==> src/hw/sci_pkg.sv <==
// Purpose: shared constants and types for the serial line control block
// Assumes: classic wishbone slave, 32-bit data, byte registers in low lanes
// Notes:   offsets are word aligned byte addresses
package sci_pkg;

	// ==========================================================
	// register map
	localparam logic [3:0] SCI_OFS_CFG    = 4'h0; // baud divisor, frame options
	localparam logic [3:0] SCI_OFS_CTRL   = 4'h4; // serial_line_control
	localparam logic [3:0] SCI_OFS_STAT   = 4'h8; // serial_status_one
	localparam logic [3:0] SCI_OFS_DATA   = 4'hC; // serial_buffer_reg

	// ==========================================================
	// control bit positions
	localparam int SCI_B_TIE  = 7;
	localparam int SCI_B_TX_DONE_IRQ_EN = 6;
	localparam int SCI_B_RIE  = 5;
	localparam int SCI_B_RX_QUIET_IRQ_EN = 4;
	localparam int SCI_B_TE   = 3;
	localparam int SCI_B_RE   = 2;
	localparam int SCI_B_RWU  = 1;
	localparam int SCI_B_SBK  = 0;

	// configuration bit positions (upper half of cfg word)
	localparam int SCI_B_LOOP = 16;
	localparam int SCI_B_RX_SOURCE_SEL = 17;
	localparam int SCI_B_DIR  = 18;
	localparam int SCI_B_NINE = 19;
	localparam int SCI_B_WAKE = 20;
	localparam int SCI_B_LBRK = 21;

	// ==========================================================
	// reset values and timing
	localparam logic [7:0]  SCI_CTRL_RST = 8'h00;
	localparam logic [15:0] SCI_DIV_RST  = 16'h0010; // clocks per bit
	localparam logic [3:0]  SCI_CHR_8    = 4'hA;     // start+8+stop
	localparam logic [3:0]  SCI_CHR_9    = 4'hB;     // start+9+stop
	localparam logic [3:0]  SCI_LBK_ADD  = 4'h3;     // long break extra bits

	// transmitter job in the shifter
	typedef enum {SCI_TX_IDLE, SCI_TX_DATA, SCI_TX_PRE, SCI_TX_BRK} sci_tx_st_t;

	// status flags
	typedef struct packed {
		logic tx_buf_empty;
		logic tc;
		logic rx_buf_full;
		logic idle;
		logic [3:0] spare;
	} sci_stat_t;

endpackage

==> src/hw/sci_tx_rx_control.sv <==
// Purpose: control register, status flags and simple shifters of a serial port
// Assumes: wishbone classic slave, ack one cycle after request, one clock
// Notes:   pin enables are active low (0 = block drives the pin)
`timescale 1ns/1ps

// Summary of operation
// - empty flag raises irq when enabled
// - done flag raises irq when enabled
// - full flag raises irq when enabled
// - idle flag raises irq when enabled
// - transmitter runs and owns pin while enabled or still busy
// - single-wire direction bit steers shared pin
// - disable then enable mid-frame queues idle
// - pin held until pending characters finish
// - receiver off releases receive pin
// - loopback always releases receive pin
// - standby bit parks receiver awaiting wakeup
// - wakeup by idle line or address mark
// - hardware clears standby on wakeup
// - break request queues break characters repeatedly
// - break length ten/eleven or thirteen/fourteen bits
// - second break may queue before clear
// - control register always readable and writable
// - status register read-only, writes ignored
// - empty flag set on load, cleared by sequence
// - done flag set when nothing sending
// - full flag cleared by status-then-data read
// - loop source picks internal or single-wire
module sci_tx_rx_control
	import sci_pkg::*;
(
	// clock and reset
	input  wire logic        i_sys_clk,
	input  wire logic        i_rst_n,
	// wishbone slave
	input  wire logic        i_wb_cyc,
	input  wire logic        i_wb_stb,
	input  wire logic        i_wb_we,
	input  wire logic [3:0]  i_wb_adr,
	input  wire logic [3:0]  i_wb_sel,
	input  wire logic [31:0] i_wb_dat,
	output logic      [31:0] o_wb_dat,
	output logic             o_wb_ack,
	// serial pins
	input  wire logic        i_txd,
	output logic             o_txd,
	output logic             o_txd_oe_n,
	input  wire logic        i_rxd,
	output logic             o_rxd_oe_n,
	// interrupt request
	output logic             o_irq
);

	// ==========================================================
	// registers
	// every state bit lives here, each written by exactly one process
	logic [7:0]  ctrl_reg;      // serial_line_control
	logic [15:0] div_reg;       // clocks per bit
	logic [5:0]  opt_reg;       // loop, rx_source_sel, dir, nine, wake, long break
	logic        tx_buf_empty_reg;      // tx_buf_empty
	logic        tc_reg;        // tx_done_flag
	logic        rx_buf_full_reg;      // rx_buf_full
	logic        idle_reg;      // idle line flag
	logic        idle_arm_reg;  // idle may set only after a new character
	logic [8:0]  tbuf_reg;      // transmit buffer
	logic [8:0]  rbuf_reg;      // received character
	logic        stat_rd_reg;   // status read seen, arms clear sequence
	logic        ack_reg;       // bus answer
	logic [31:0] rdat_reg;      // read data
	sci_tx_st_t  tx_st_reg;     // shifter job
	logic [10:0] tsh_reg;       // transmit shift
	logic [3:0]  tbit_reg;      // bits left
	logic [15:0] tcnt_reg;      // tx bit timer
	logic        pre_q_reg;     // queued idle
	logic        brk_q_reg;     // queued break
	logic        te_hold_reg;   // tx keeps pin after disable
	logic        rx_busy_reg;   // receiving a frame
	logic [15:0] rcnt_reg;      // rx bit timer
	logic [3:0]  rbit_reg;      // bits received
	logic [9:0]  rsh_reg;       // receive shift
	logic [3:0]  qcnt_reg;      // idle bit counter
	logic        rx_prev_reg;   // previous rx level

	// ==========================================================
	// decode
	// reads are taken on the first edge of a request, so the read word is
	// registered in time for the ack; writes land on the ack edge itself,
	// the one edge at which the master is sure to still hold its data
	wire        req      = i_wb_cyc & i_wb_stb & ~ack_reg;
	wire        acc      = i_wb_cyc & i_wb_stb & ack_reg;
	wire        wr       = acc & i_wb_we & i_wb_sel[0];
	wire        rd       = req & ~i_wb_we;
	wire        wr_ctrl  = wr & (i_wb_adr == SCI_OFS_CTRL);
	wire        wr_cfg   = wr & (i_wb_adr == SCI_OFS_CFG);
	wire        wr_data  = wr & (i_wb_adr == SCI_OFS_DATA);
	wire        rd_stat  = rd & (i_wb_adr == SCI_OFS_STAT);
	wire        rd_data  = rd & (i_wb_adr == SCI_OFS_DATA);
	wire [7:0]  wctl     = i_wb_dat[7:0];
	wire        te       = ctrl_reg[SCI_B_TE];
	wire        re       = ctrl_reg[SCI_B_RE];
	wire        loop     = opt_reg[SCI_B_LOOP-16];
	wire        rx_source_sel     = opt_reg[SCI_B_RX_SOURCE_SEL-16];
	wire        dir      = opt_reg[SCI_B_DIR-16];
	wire        nine     = opt_reg[SCI_B_NINE-16];
	wire        wake     = opt_reg[SCI_B_WAKE-16];
	wire        lbrk     = opt_reg[SCI_B_LBRK-16];
	// frame length in bit times, start and stop included
	wire [3:0]  chr_bits = nine ? SCI_CHR_9 : SCI_CHR_8;
	wire [3:0]  brk_bits = lbrk ? chr_bits + SCI_LBK_ADD : chr_bits;
	// anything still owed to the line keeps the transmitter alive after
	// tx_on falls: a loaded buffer, a job in the shifter or a queued one
	wire        tx_busy  = (tx_st_reg != SCI_TX_IDLE) | pre_q_reg | brk_q_reg
		| ctrl_reg[SCI_B_SBK] | ~tx_buf_empty_reg;
	wire        tx_run   = te | te_hold_reg;
	wire        tbit_end = (tcnt_reg == div_reg);
	wire        rbit_end = (rcnt_reg == div_reg);
	// rising edge of tx_on with a job in flight queues idle
	wire        te_rise  = wr_ctrl & wctl[SCI_B_TE] & ~te & (tx_st_reg != SCI_TX_IDLE);
	wire        sbk_set  = wr_ctrl & wctl[SCI_B_SBK];

	// receiver input selection
	// internal loop takes our own drive; single-wire receive listens on the pin
	wire        txd_loop;
	wire        single   = loop & rx_source_sel;
	assign txd_loop = (single & ~dir) ? i_txd : o_txd;
	wire        rx_in    = loop ? txd_loop : i_rxd;
	wire        rx_act   = re & ~ctrl_reg[SCI_B_RWU];
	wire        rx_start = re & ~rx_busy_reg & rx_prev_reg & ~rx_in;
	wire        rx_done  = rx_busy_reg & rbit_end & (rbit_reg == chr_bits - 4'h1);
	wire [8:0]  rx_char  = nine ? rsh_reg[9:1] : {1'b0, rsh_reg[9:2]};
	// at the done edge the top data bit sits in bit 9 for both widths,
	// because the stop bit has not been shifted in yet
	wire        rx_msb   = rsh_reg[9];
	wire        line_idl = re & ~rx_busy_reg & (qcnt_reg == chr_bits);
	wire        wake_idl = ~wake & line_idl;
	wire        wake_adr = wake & rx_done & rx_msb;
	wire        wake_hit = ctrl_reg[SCI_B_RWU] & (wake_idl | wake_adr);
	wire        tx_load  = tx_run & (tx_st_reg == SCI_TX_IDLE) & ~tx_buf_empty_reg;
	// done flag: idle level and the software clear; a clear removes its own
	// idle cause (buffer filled, idle or break queued), so it must not lose
	wire        tc_clr   = stat_rd_reg & (wr_data | te_rise | sbk_set);
	wire        tc_idle  = tx_buf_empty_reg & (tx_st_reg == SCI_TX_IDLE) & ~pre_q_reg & ~brk_q_reg
		& ~tx_load & ~tc_clr;

	// ==========================================================
	// control register; standby cleared by hardware on wakeup
	// a software write wins over the wakeup clear in the same cycle, since
	// the write carries the newer intent for every bit of the register
	always_ff @(posedge i_sys_clk) begin
		if (!i_rst_n) begin
			ctrl_reg <= SCI_CTRL_RST;
		end else if (wr_ctrl) begin
			ctrl_reg <= wctl;
		end else if (wake_hit) begin
			ctrl_reg[SCI_B_RWU] <= 1'b0;
		end
	end

	// configuration word
	// divisor and options take effect at once; change them only while idle,
	// a frame in flight would otherwise be stretched or cut
	always_ff @(posedge i_sys_clk) begin
		if (!i_rst_n) begin
			div_reg <= SCI_DIV_RST;
			opt_reg <= 6'h00;
		end else if (wr_cfg) begin
			div_reg <= i_wb_dat[15:0];
			opt_reg <= i_wb_dat[21:16];
		end
	end

	// ==========================================================
	// bus answer: ack one cycle after the request, dropped next cycle; status writes ignored
	// the read word is captured on the take edge and shown with the ack, so
	// a flag that moves during the wait cycle is reported as it was taken;
	// the status word has no write decode at all, which is what keeps it
	// read-only without a separate guard
	always_ff @(posedge i_sys_clk) begin
		if (!i_rst_n) begin
			ack_reg  <= 1'b0;
			rdat_reg <= 32'h0000_0000;
		end else begin
			ack_reg <= req;
			case (i_wb_adr)
				SCI_OFS_CTRL: rdat_reg <= {24'h00_0000, ctrl_reg};
				SCI_OFS_CFG:  rdat_reg <= {10'h000, opt_reg, div_reg};
				SCI_OFS_STAT: rdat_reg <= {24'h00_0000, tx_buf_empty_reg, tc_reg, rx_buf_full_reg,
					idle_reg, 4'h0};
				SCI_OFS_DATA: rdat_reg <= {23'h0, rbuf_reg};
				default:      rdat_reg <= 32'h0000_0000;
			endcase
		end
	end
	assign o_wb_ack = ack_reg;
	assign o_wb_dat = rdat_reg;

	// ==========================================================
	// status flags and clear sequences
	always_ff @(posedge i_sys_clk) begin
		if (!i_rst_n) begin
			tx_buf_empty_reg     <= 1'b1;
			tc_reg       <= 1'b1;
			rx_buf_full_reg     <= 1'b0;
			idle_reg     <= 1'b0;
			idle_arm_reg <= 1'b0;
			stat_rd_reg  <= 1'b0;
			tbuf_reg     <= 9'h000;
			rbuf_reg     <= 9'h000;
		end else begin
			if (rd_stat) begin
				stat_rd_reg <= 1'b1;
			end else if (wr_data | rd_data) begin
				stat_rd_reg <= 1'b0;
			end
			// transmit buffer: load moves it on, set wins over clear
			if (tx_load) begin
				tx_buf_empty_reg <= 1'b1;
			end else if (wr_data & stat_rd_reg) begin
				tx_buf_empty_reg <= 1'b0;
			end
			if (wr_data) begin
				tbuf_reg <= i_wb_dat[8:0];
			end
			// done flag
			if (tc_idle) begin
				tc_reg <= 1'b1;
			end else if (tc_clr) begin
				tc_reg <= 1'b0;
			end
			// receive flags: ignored while in standby
			// a standby receiver still shifts frames, so the address mark of
			// the next message can be seen, but nothing reaches software
			if (rx_done & rx_act) begin
				rx_buf_full_reg     <= 1'b1;
				rbuf_reg     <= rx_char;
				idle_arm_reg <= 1'b1;
			end else if (rd_data & stat_rd_reg) begin
				rx_buf_full_reg <= 1'b0;
			end
			// idle is armed by a received character and fires once per gap,
			// so a line left high for long does not keep raising it
			if (line_idl & idle_arm_reg & rx_act) begin
				idle_reg     <= 1'b1;
				idle_arm_reg <= 1'b0;
			end else if (rd_data & stat_rd_reg) begin
				idle_reg <= 1'b0;
			end
		end
	end

	// ==========================================================
	// transmitter: queue and shifter
	always_ff @(posedge i_sys_clk) begin
		if (!i_rst_n) begin
			tx_st_reg   <= SCI_TX_IDLE;
			tsh_reg     <= 11'h7FF;
			tbit_reg    <= 4'h0;
			tcnt_reg    <= 16'h0000;
			pre_q_reg   <= 1'b0;
			brk_q_reg   <= 1'b0;
			te_hold_reg <= 1'b0;
		end else begin
			if (te_rise) begin
				pre_q_reg <= 1'b1;
			end
			if (sbk_set) begin
				brk_q_reg <= 1'b1;
			end
			// hold follows tx_on one cycle late, then lingers while work is owed;
			// taking it straight from tx_on would drop the pin for one cycle
			te_hold_reg <= te | (te_hold_reg & tx_busy);
			case (tx_st_reg)
				SCI_TX_IDLE: begin
					// priority break, then queued idle, then buffer data; a
					// break request left at one is taken again at every idle
					tcnt_reg <= 16'h0001;
					if (tx_run & (brk_q_reg | ctrl_reg[SCI_B_SBK])) begin
						tx_st_reg <= SCI_TX_BRK;
						brk_q_reg <= 1'b0;
						tsh_reg   <= 11'h000;
						tbit_reg  <= brk_bits;
					end else if (tx_run & pre_q_reg) begin
						tx_st_reg <= SCI_TX_PRE;
						pre_q_reg <= 1'b0;
						tsh_reg   <= 11'h7FF;
						tbit_reg  <= chr_bits;
					end else if (tx_load) begin
						tx_st_reg <= SCI_TX_DATA;
						tsh_reg   <= nine ? {1'b1, tbuf_reg, 1'b0} : {2'b11, tbuf_reg[7:0], 1'b0};
						tbit_reg  <= chr_bits;
					end
				end
				SCI_TX_DATA, SCI_TX_PRE, SCI_TX_BRK: begin
					// one shared bit timer: only data shifts, idle and break
					// just hold their level for the counted bit times
					if (tbit_end) begin
						tcnt_reg <= 16'h0001;
						tsh_reg  <= (tx_st_reg == SCI_TX_DATA) ? {1'b1, tsh_reg[10:1]} : tsh_reg;
						tbit_reg <= tbit_reg - 4'h1;
						if (tbit_reg == 4'h1) begin
							tx_st_reg <= SCI_TX_IDLE;
						end
					end else begin
						tcnt_reg <= tcnt_reg + 16'h0001;
					end
				end
				default: tx_st_reg <= SCI_TX_IDLE;
			endcase
		end
	end

	// ==========================================================
	// receiver: start detect, center sampling, idle count
	always_ff @(posedge i_sys_clk) begin
		if (!i_rst_n) begin
			rx_busy_reg <= 1'b0;
			rcnt_reg    <= 16'h0000;
			rbit_reg    <= 4'h0;
			rsh_reg     <= 10'h000;
			qcnt_reg    <= 4'h0;
			rx_prev_reg <= 1'b1;
		end else begin
			// previous level starts high, the idle level of the line, so no
			// false start edge follows reset
			rx_prev_reg <= rx_in;
			if (!re) begin
				rx_busy_reg <= 1'b0;
				qcnt_reg    <= 4'h0;
			end else if (rx_start) begin
				rx_busy_reg <= 1'b1;
				rcnt_reg    <= {1'b0, div_reg[15:1]}; // sample mid bit
				rbit_reg    <= 4'h0;
				qcnt_reg    <= 4'h0;
			end else if (rx_busy_reg) begin
				// each sample lands mid bit; the last one is the stop bit
				if (rbit_end) begin
					rcnt_reg <= 16'h0001;
					rsh_reg  <= {rx_in, rsh_reg[9:1]};
					rbit_reg <= rbit_reg + 4'h1;
					if (rx_done) begin
						rx_busy_reg <= 1'b0;
					end
				end else begin
					rcnt_reg <= rcnt_reg + 16'h0001;
				end
			end else if (rx_in & (qcnt_reg != chr_bits)) begin
				// whole bit times of high line count toward idle
				if (rbit_end) begin
					rcnt_reg <= 16'h0001;
					qcnt_reg <= qcnt_reg + 4'h1;
				end else begin
					rcnt_reg <= rcnt_reg + 16'h0001;
				end
			end
		end
	end

	// ==========================================================
	// pins: tx driven while transmitter owns it, unless single-wire input
	// the drive level is one whenever the shifter is idle, so handing the pin
	// over or taking it back never shows a spurious low on the line
	// limitation: the pad's own pull decides the level while released
	assign o_txd      = (tx_st_reg == SCI_TX_IDLE) ? 1'b1 : tsh_reg[0];
	assign o_txd_oe_n = ~(tx_run & ~(single & ~dir));
	// the receive pin is input only: with the receiver off or looped back
	// the pin is simply left to general-purpose use
	assign o_rxd_oe_n = 1'b1;
	assign o_irq = (ctrl_reg[SCI_B_TIE]  & tx_buf_empty_reg)
	             | (ctrl_reg[SCI_B_TX_DONE_IRQ_EN] & tc_reg)
	             | (ctrl_reg[SCI_B_RIE]  & rx_buf_full_reg)
	             | (ctrl_reg[SCI_B_RX_QUIET_IRQ_EN] & idle_reg);

endmodule

==> config.mk <==
export PLATFORM = sky130hd
export DESIGN_NAME = sci_tx_rx_control
export DESIGN_NICKNAME = d
export VERILOG_FILES = /design/src/hw/sci_pkg.sv /design/src/hw/sci_tx_rx_control.sv
export SDC_FILE = /design/constraint.sdc
export NUM_CORES = 1
export LEC_CHECK = 0
export ABC_CLOCK_PERIOD_IN_PS = 2350
export BUFFER_PORTS_ARGS = -buffer_cell sky130_fd_sc_hd__buf_2
export CAP_MARGIN = 40
export CORE_ASPECT_RATIO = 0.9
export CORE_MARGIN = 3
export CORE_UTILIZATION = 25
export CTS_CLUSTER_SIZE = 10
export DETAILED_ROUTE_END_ITERATION = 10
export HOLD_SLACK_MARGIN = 0.12
export MAX_ROUTING_LAYER = met4
export PLACE_DENSITY_LB_ADDON = 0.15
export SYNTH_ARGS = -nofsm -noshare
export SYNTH_HDL_FRONTEND = slang
export SYNTH_SLANG_ARGS = --single-unit
==> constraint.sdc <==
create_clock -name i_sys_clk -period 2.35 [get_ports i_sys_clk]
set_input_delay 0.1175 -clock i_sys_clk [delete_from_list [all_inputs] [get_ports i_sys_clk]]
set_output_delay 0.1175 -clock i_sys_clk [all_outputs]
set_load 0.005 [all_outputs]
==> flow_metrics.tcl, run 1 <==
set metrics [dict create \
    status "finished clean" \
    antennaDiodeCount 0 \
    routed_wl_um 20900 \
    drt_pass1_iterations 5 \
    fin_ws_ps 152 \
    drive_gt1_frac 0.184 \
    final_cell_mix "dfxtp_1, nand2_1, nor2_1, buf_4" \
    cts_sinks 148 \
    path_clk_slew_ps 70 \
    grt_max_degree 46 \
    total_power_w 0.00571 \
    synth.mux.area_fraction 0.0559 \
    hold_ws_ps 216 \
    synth_top_area_frac 0.435 \
    insertion_delay_ps 420 \
    cts-root-buf "clkbuf_16" \
    io_pins 84 \
    worst-endpoint-required_ps 2700 \
    slew_viol_final 0 \
    synth_adder_area_share 0.0129 \
    cts_tree "yes" \
    die_y_um 163 \
    crit_path_max_incr_delay_ps 500 \
    placed_cells 1238 \
    fin_skew_ps 11.0 \
    num_vias 6012 \
    ys_seq_elements 148 \
    pre_cts_ws_ps 26.4 \
    p_per_area_mw_per_mm2 654 \
    clock.fmax_ghz 0.455 \
    crit_path_cell_trace "o21bai_1 > a311o_1 > mux2i_1 > o21ai_1 > buf_4 > or4_1 > a21oi_1" \
    grt_overflow 0 \
    yosysSeqAreaShare 0.435 \
    syn_avg_cell_area_sq_um 8.35 \
    yosys_warnings 0 \
    numPortBuffers 59 \
    slew_headroom 0.566 \
    ctsHtreeMaxLevel 4 \
    final_hold_viol_count 0 \
    min_period_ps 2200 \
    rr_worst_depth 7 \
    critPathArrivalTime_ps 2550 \
    post_layout_nonfiller_instances 1295 \
    synth_edf_count 0 \
    rsz0062_at_grt "no" \
    postRouteAntennaNets 0 \
    first_global_vias 5935 \
    grt_pass1_wl_um 33000 \
    synth-xor-area-share 0.0669 \
    tns_ps 0 \
    clockBufferDepth 2 \
    wl_per_cell_um 16.2 \
    cp.buffers_inverters 1 \
    crit_type "register to register" \
    p_leak_nw 3.32 \
    hold_class "primary input to register" \
    synthToLayoutAreaGrowth_pct 28.0 \
    setup_viol 0 \
    die-width_um 180 \
    path_max_fanout 5 \
    die-area_sq_mm 0.0293 \
    layout_commonest_cell "dfxtp_1" \
    drt_iter0_drc 353 \
    initial_core_util 0.258 \
    row_count 56 \
    endpoint_kind "register" \
    synthArstFlopShare 0 \
    fin_nets 988 \
    cpLargestDelayFamily "compound AO/OA/AOI/OAI gates" \
    worst_pin_slew_ps 647 \
    path_depth 7 \
    synth.largest_area_cell "dfxtp_1" \
    syn_inst 816 \
    vias_per_cell 4.64 \
    synthTopCellsByArea "dfxtp_1, nand2_1, xnor2_1" \
    synth-simple-area-share 0.231 \
    gp_congestion 0.789 \
    largest_reg_flops 22 \
    min_path_cells 5 \
    yosysUniqueCellTypes 62 \
    vdd_drop_max_uv 375 \
    synth_ff_type "dfxtp_1" \
    crit_path_start_kind "register" \
    slowest_stage "or4_1" \
    synth_area_sq_mm 0.00681 \
    track_usage 0.146 \
    core_sq_mm 0.0264 \
    maxCapViolations 0 \
    synth_compound_area_frac 0.152 \
    antenna_found_initial 0 \
    post-dp-hpwl_um 15200 \
    fin_crit_sh 0.935 \
    drc 0 \
    cts_buffers 17 \
    synth_top_family_by_area "simple AND/OR/NAND/NOR gates" \
]
==> tightest hold or removal path: stages <==
cell and delay (ps):
buf_2 90, nand2_1 80, nor3_1 90, a22oi_1 160, nor2_1 50
==> layer usage <==
metal  vias to the layer above  wire [um]  global-route usage
li1                       3067          -                   -
met1                      2814      11100               0.207
met2                       117       8980               0.216
met3                        14        662              0.0255
met4                         0        219              0.0376
met5                         -          0                   -
==> path summary, 6_finish.rpt <==
kind                      from      endpoint  slack (ps)
setup / recovery  tx_st_reg[1]  rcnt_reg[15]         150
hold / removal        i_wb_cyc   stat_rd_reg         220
setup reg to reg  tx_st_reg[1]  rcnt_reg[15]         150
hold reg to reg    rbuf_reg[8]   rbuf_reg[8]         450
==> final cells by class <==
cell class | instances | area [sq um]
Clock buffer | 17 | 425
Fill cell | 2788 | 17700
Timing Repair Buffer | 146 | 1040
Multi-Input combinational cell | 610 | 3600
Inverter | 11 | 41.3
Clock inverter | 15 | 215
Tap cell | 348 | 435
Sequential cell | 148 | 2960
==> synth_stat cells (3+ instances only) <==
cell / number
dfxtp_1: 148
nand2_1: 143
nor2_1: 64
a21oi_1: 59
nand3_1: 42
xnor2_1: 39
clkbuf_1: 37
mux2i_1: 29
o21ai_0: 29
and3_1: 24
a22oi_1: 21
nand4_1: 13
nor2b_1: 13
xor2_1: 13
buf_4: 12
inv_1: 10
nor3_1: 10
mux2_2: 8
buf_2: 7
ha_1: 7
o22ai_1: 7
a32o_1: 6
a21boi_0: 5
and2_1: 5
o31ai_1: 5
nor4_1: 4
a32oi_1: 3
and4_1: 3
o21a_1: 3
o21ai_1: 3
o2bb2ai_1: 3
o41ai_1: 3
==> logic make-up (layout without fill, tap and decap cells) <==
| group | Yosys count | count (layout) |
|---|---|---|
| xor+xnor | 52 | 52 |
| buf+inv | 67 | 189 |
| compound gates | 164 | 164 |
| mux | 37 | 37 |
| flops | 148 | 148 |
| simple gates | 339 | 339 |
| fa+ha+maj | 7 | 7 |
| other cells | 2 | 11 |
==> through the flow <==
step / util / instance area [sq um]
final: 0.330 / 8720
after global routing: 0.330 / 8720
after detailed placement: 0.296 / 7810
after floorplan: - / 6840
after CTS: 0.330 / 8700
after global placement: 0.296 / 7810
==> repair_timing <==
item / in CTS / in global routing
hold buffers: 25 / 0
setup endpoints to repair: 0 / 16
buffers inserted: 0 / 0
resized for setup: 0 / 4
hold endpoints to repair: 42 / 0
==> power by group <==
| group | switching, W | total (W) | internal (W) |
|---|---|---|---|
| clock network | 0.00119 | 0.00300 | 0.00181 |
| registers | 0.00000503 | 0.00252 | 0.00251 |
| logic | 0.000109 | 0.000189 | 0.0000799 |
(Power assumes the default switching activity.)
==> run 2, diff against run 1 <==
- ABC_CLOCK_PERIOD_IN_PS: 2350 -> 2200
- clock period: 2.35 -> 2.2 ns (I/O delays scaled with it)
==> flow_metrics.tcl, run 2 (synthesis gave the netlist of run 1 again) <==
set metrics [dict create \
    post_dp_cell_area_sq_mm 0.00790 \
    drt_iter0_drc 436 \
    postRouteAntennaNets 0 \
    tns_ps 0 \
    io_pins 84 \
    cts_sinks 148 \
    maxCapViolations 0 \
    crit_start "opt_reg[2]" \
    crit_type "register to register" \
    met3_usage 0.0246 \
    path_max_fanout 4 \
    clockBufferDepth 2 \
    cts_buffers 17 \
    die-width_um 180 \
    critPathArrivalTime_ps 2420 \
    worst_pin_slew_ps 569 \
    use_met1 0.207 \
    synthToLayoutAreaGrowth_pct 28.4 \
    cts_setup_buffers 0 \
    first_global_vias 5961 \
    fin_crit_sh 0.937 \
    layout_commonest_cell "dfxtp_1" \
    path_clk_slew_ps 70 \
    gr-usage-met2 0.227 \
    drt_pass1_iterations 5 \
    design_area_sq_mm 0.00874 \
    comb_power_share 0.035 \
    post-dp-hpwl_um 15300 \
    min_from "i_rst_n" \
    rsz0062_at_grt "no" \
    final_hold_viol_count 0 \
    vdd_drop_max_uv 429 \
    die_y_um 163 \
    worstReg2RegStart "opt_reg[2]" \
    grt_pass1_wl_um 33400 \
    antenna_found_initial 0 \
    hold_class "primary input to register" \
    slew_viol_final 0 \
    p_leak_nw 3.34 \
    num_vias 6082 \
    fin_skew_ps 10.3 \
    numPortBuffers 59 \
    routed_wl_um 21000 \
    status "finished clean" \
    setup_viol 0 \
    grt_max_degree 37 \
    gp_congestion 0.781 \
    ctsHtreeMaxLevel 4 \
    worst-endpoint-required_ps 2560 \
    vias_per_cell 4.66 \
    track_usage 0.147 \
    slew_headroom 0.620 \
    drc 0 \
    final_cell_mix "dfxtp_1, nand2_1, buf_4, nor2_1" \
    core_sq_mm 0.0264 \
    p_sw_frac 0.253 \
    initial_core_util 0.258 \
    power.switching_w 0.00145 \
    cts-root-buf "clkbuf_16" \
    row_count 56 \
    grt_overflow 0 \
    p_clk_frac 0.494 \
    hold_ws_ps 187 \
    clock.fmax_ghz 0.485 \
    endpoint_kind "register" \
    cts_tree "yes" \
    drive_gt1_frac 0.196 \
    insertion_delay_ps 420 \
    largest_reg_flops 22 \
    fin_nets 998 \
    crit_path_start_kind "register" \
    die-area_sq_mm 0.0293 \
    p_int_w 0.00427 \
    antennaDiodeCount 0 \
    p_seq_frac 0.471 \
    final_core_util 0.331 \
    p_per_area_mw_per_mm2 654 \
    min_period_ps 2060 \
    grt-busiest-layer "met2" \
    wl_per_cell_um 16.1 \
]
==> run 2: cell count changes in the layout (fill, tap and decap cells not counted), sizes merged <==
cell      delta
buf         +10
bufinv       -4
inv          +2
clkinvlp     +1
clkinv       +1
==> run 2: area by class of cell <==
class,count,area [sq um]
Timing Repair Buffer,156,1120
Fill cell,2817,17700
Multi-Input combinational cell,610,3610
Inverter,11,41.3
Sequential cell,148,2960
Tap cell,348,435
Clock inverter,15,141
Clock buffer,17,425
==> run 2: worst paths after layout <==
| check | to | slack (ps) | depth (start not counted) |
|---|---|---|---|
| min | tc_reg | 190 | 3 |
| max | rcnt_reg[15] | 140 | 6 |
| max reg2reg | rcnt_reg[15] | 140 | 6 |
| min reg2reg | tbuf_reg[2] | 460 | 2 |
==> run 2: critical path, stage by stage, from the launching register on <==
cell and delay (ps):
dfxtp_1 330, nand2b_1 190, a311o_2 470, mux2i_1 220, o21ai_1 130, or4_1 510
a21oi_1 140
==> run 2: repair_timing <==
item | 4_1_cts | 5_1_grt
setup endpoints to repair | 8 | 10
hold buffers | 25 | 0
pin swaps | 0 | 1
gates cloned | 0 | 0
endpoints found under the hold margin | 42 | 0
gates resized for setup | 2 | 6
==> run 2: layer usage <==
layer  up-vias  wire, um
met5         -         0
met4         0       137
met3        10       696
met2       111      9270
met1      2874     10900
li1       3087         -
==> run 2: metrics by stage <==
step | total power, W | std cells | worst slack (ps)
CTS | 0.00580 | 1305 | 44.1
floorplan | 0.00284 | 825 | 270
global route | 0.00594 | 1305 | 13.0
global placement | 0.00292 | 1248 | -37.6
finish | 0.00572 | 1305 | 138
detailed placement | 0.00292 | 1248 | -81.3
==> run 2: power by group through the flow <==
stage	Combinational [W]	Sequential, W	Clock [W]
6_report	0.000203	0.00269	0.00282
5_1_grt	0.000221	0.00269	0.00303
4_1_cts	0.000202	0.00269	0.00290
3_5_place_dp	0.000168	0.00275	0
3_3_place_gp	0.000168	0.00275	0
2_1_floorplan	0.0000865	0.00275	0
==> run 3, diff against run 2 <==
- ABC_AREA: default -> 1
==> flow_metrics.tcl, run 3 <==
set metrics [dict create \
    antennaDiodeCount 0 \
    yosys_warnings 0 \
    numPortBuffers 59 \
    cp.buffers_inverters 2 \
    syn_avg_cell_area_sq_um 6.88 \
    die_y_um 170 \
    setup_viol 0 \
    routed_wl_um 22300 \
    hold_ws_ps 122 \
    crit_path_start_kind "register" \
    synth_edf_count 0 \
    vias_per_cell 4.36 \
    num_vias 6890 \
    min_period_ps 2020 \
    track_usage 0.148 \
    yosysMostFrequentCell "nand2_1" \
    cts_tree "yes" \
    worst-endpoint-required_ps 2580 \
    synth_top_area_frac 0.399 \
    r2r_setup_slack_ps 180 \
    synth_area_sq_mm 0.00743 \
    fin_nets 1225 \
    synth_ff_type "dfxtp_1" \
    insertion_delay_ps 440 \
    cts_buffers 17 \
    die-area_sq_mm 0.0318 \
    synthArstFlopShare 0 \
    syn_inst 1080 \
    final_cell_mix "nand2_1, nor2_1, dfxtp_1, inv_1, o21ai_0" \
    crit_start "o_wb_ack" \
    core_sq_mm 0.0291 \
    grt_max_degree 48 \
    maxCapViolations 0 \
    yosys-top-cells-count "nand2_1, nor2_1, dfxtp_1" \
    drt_iter0_drc 422 \
    slowest_stage "dlygate4sd3_1" \
    first_global_vias 6513 \
    cts-root-buf "clkbuf_16" \
    cpLargestDelayFamily "buffers and inverters" \
    yosysUniqueCellTypes 48 \
    post-dp-hpwl_um 16100 \
    crit_top_cell "dlygate4sd3_1" \
    cts_sinks 148 \
    postRouteAntennaNets 0 \
    row_count 59 \
    p_per_area_mw_per_mm2 663 \
    initial_core_util 0.255 \
    worst_pin_slew_ps 530 \
    antenna_found_initial 0 \
    path_max_fanout 4 \
    synth.largest_area_cell "dfxtp_1" \
    status "finished clean" \
    final_hold_viol_count 0 \
    slew_headroom 0.644 \
    hold_class "primary input to register" \
    io_pins 84 \
    p_leak_nw 3.94 \
    crit_path_cell_trace "nor3_2 > nand4_1 > dlygate4sd3_1 > a21oi_1 > dlygate4sd3_1" \
    tns_ps 0 \
    crit_type "register to register" \
    layout_commonest_cell "nand2_1" \
    gp_congestion 0.850 \
    clockBufferDepth 2 \
    rsz0062_at_grt "no" \
    drive_gt1_frac 0.136 \
    min_from "i_wb_we" \
    slew_viol_final 0 \
    vdd_drop_max_uv 531 \
    crit_path_max_incr_delay_ps 580 \
    ys_seq_elements 148 \
    yosysSeqAreaShare 0.399 \
    synthToLayoutAreaGrowth_pct 22.7 \
    drt_pass1_iterations 7 \
    clock.fmax_ghz 0.494 \
    fin_skew_ps 15.5 \
    die-width_um 188 \
    largest_reg_flops 22 \
    fin_crit_sh 0.920 \
    critPathArrivalTime_ps 2400 \
    endpoint_kind "register" \
    worstReg2RegStart "o_wb_ack" \
    synthTopCellsByArea "dfxtp_1, nand2_1, nor2_1" \
    drc 0 \
    wl_per_cell_um 14.1 \
    path_clk_slew_ps 70 \
    grt_overflow 0 \
    grt_pass1_wl_um 36300 \
    ctsHtreeMaxLevel 4 \
]
[run 3: cells by family after synthesis]
logic type,Yosys count,share of synthesized area
simple gates,539,0.319
buf+inv,176,0.101
compound gates,169,0.122
flops,148,0.399
xor+xnor,39,0.0460
fa+ha+maj,7,0.0118
other cells,2,0.00101
[run 3: per-stage QoR]
stage | setup WS [ps] | cell area [sq um] | std cells | total power (W) | utilization
final | 177 | 9110 | 1579 | 0.00605 | 0.313
after global routing | 18.8 | 9110 | 1579 | 0.00624 | 0.313
after CTS | 72.1 | 9110 | 1579 | 0.00612 | 0.313
after detailed placement | 237 | 8190 | 1519 | 0.00290 | 0.282
after global placement | 234 | 8190 | 1519 | 0.00290 | 0.282
after floorplan | 676 | 7460 | 1089 | 0.00283 | -
[run 3: worst paths after layout]
path,endpoint,cells after the start
max,stat_rd_reg,5
min,idle_reg,5
max reg2reg,stat_rd_reg,5
min reg2reg,tsh_reg[1],2
[run 3: per-layer routing]
| metal | wire length [um] | up-vias | global-route usage |
|---|---|---|---|
| li1 | - | 3643 | - |
| met1 | 11800 | 3127 | 0.214 |
| met2 | 9480 | 103 | 0.213 |
| met3 | 785 | 17 | 0.0308 |
| met4 | 218 | 0 | 0.0342 |
| met5 | 0 | - | - |
[run 3: power breakdown]
| group | switching [W] | internal (W) |
|---|---|---|
| Sequential | 0.00000316 | 0.00268 |
| Clock | 0.00124 | 0.00193 |
| Combinational | 0.000113 | 0.0000789 |
| Total | 0.00136 | 0.00469 |
[run 3: tightest hold or removal path, stage by stage]
cell	delay [ps]
buf_2	90
nor3_2	50
nand3_1	90
nand2_1	50
a21oi_1	120
[run 3: what timing repair did]
action,CTS,global route
hold endpoints to repair,45,0
setup buffers,0,0
hold buffers,29,0
resized for setup,0,2
setup endpoints to repair,0,2
[run 3: layout make-up]
| cell class | count | area [sq um] |
|---|---|---|
| Fill cell | 3232 | 20000 |
| Multi-Input combinational cell | 765 | 3750 |
| Sequential cell | 148 | 2960 |
| Timing Repair Buffer | 115 | 813 |
| Tap cell | 396 | 495 |
| Inverter | 124 | 468 |
| Clock buffer | 19 | 443 |
| Clock inverter | 12 | 180 |
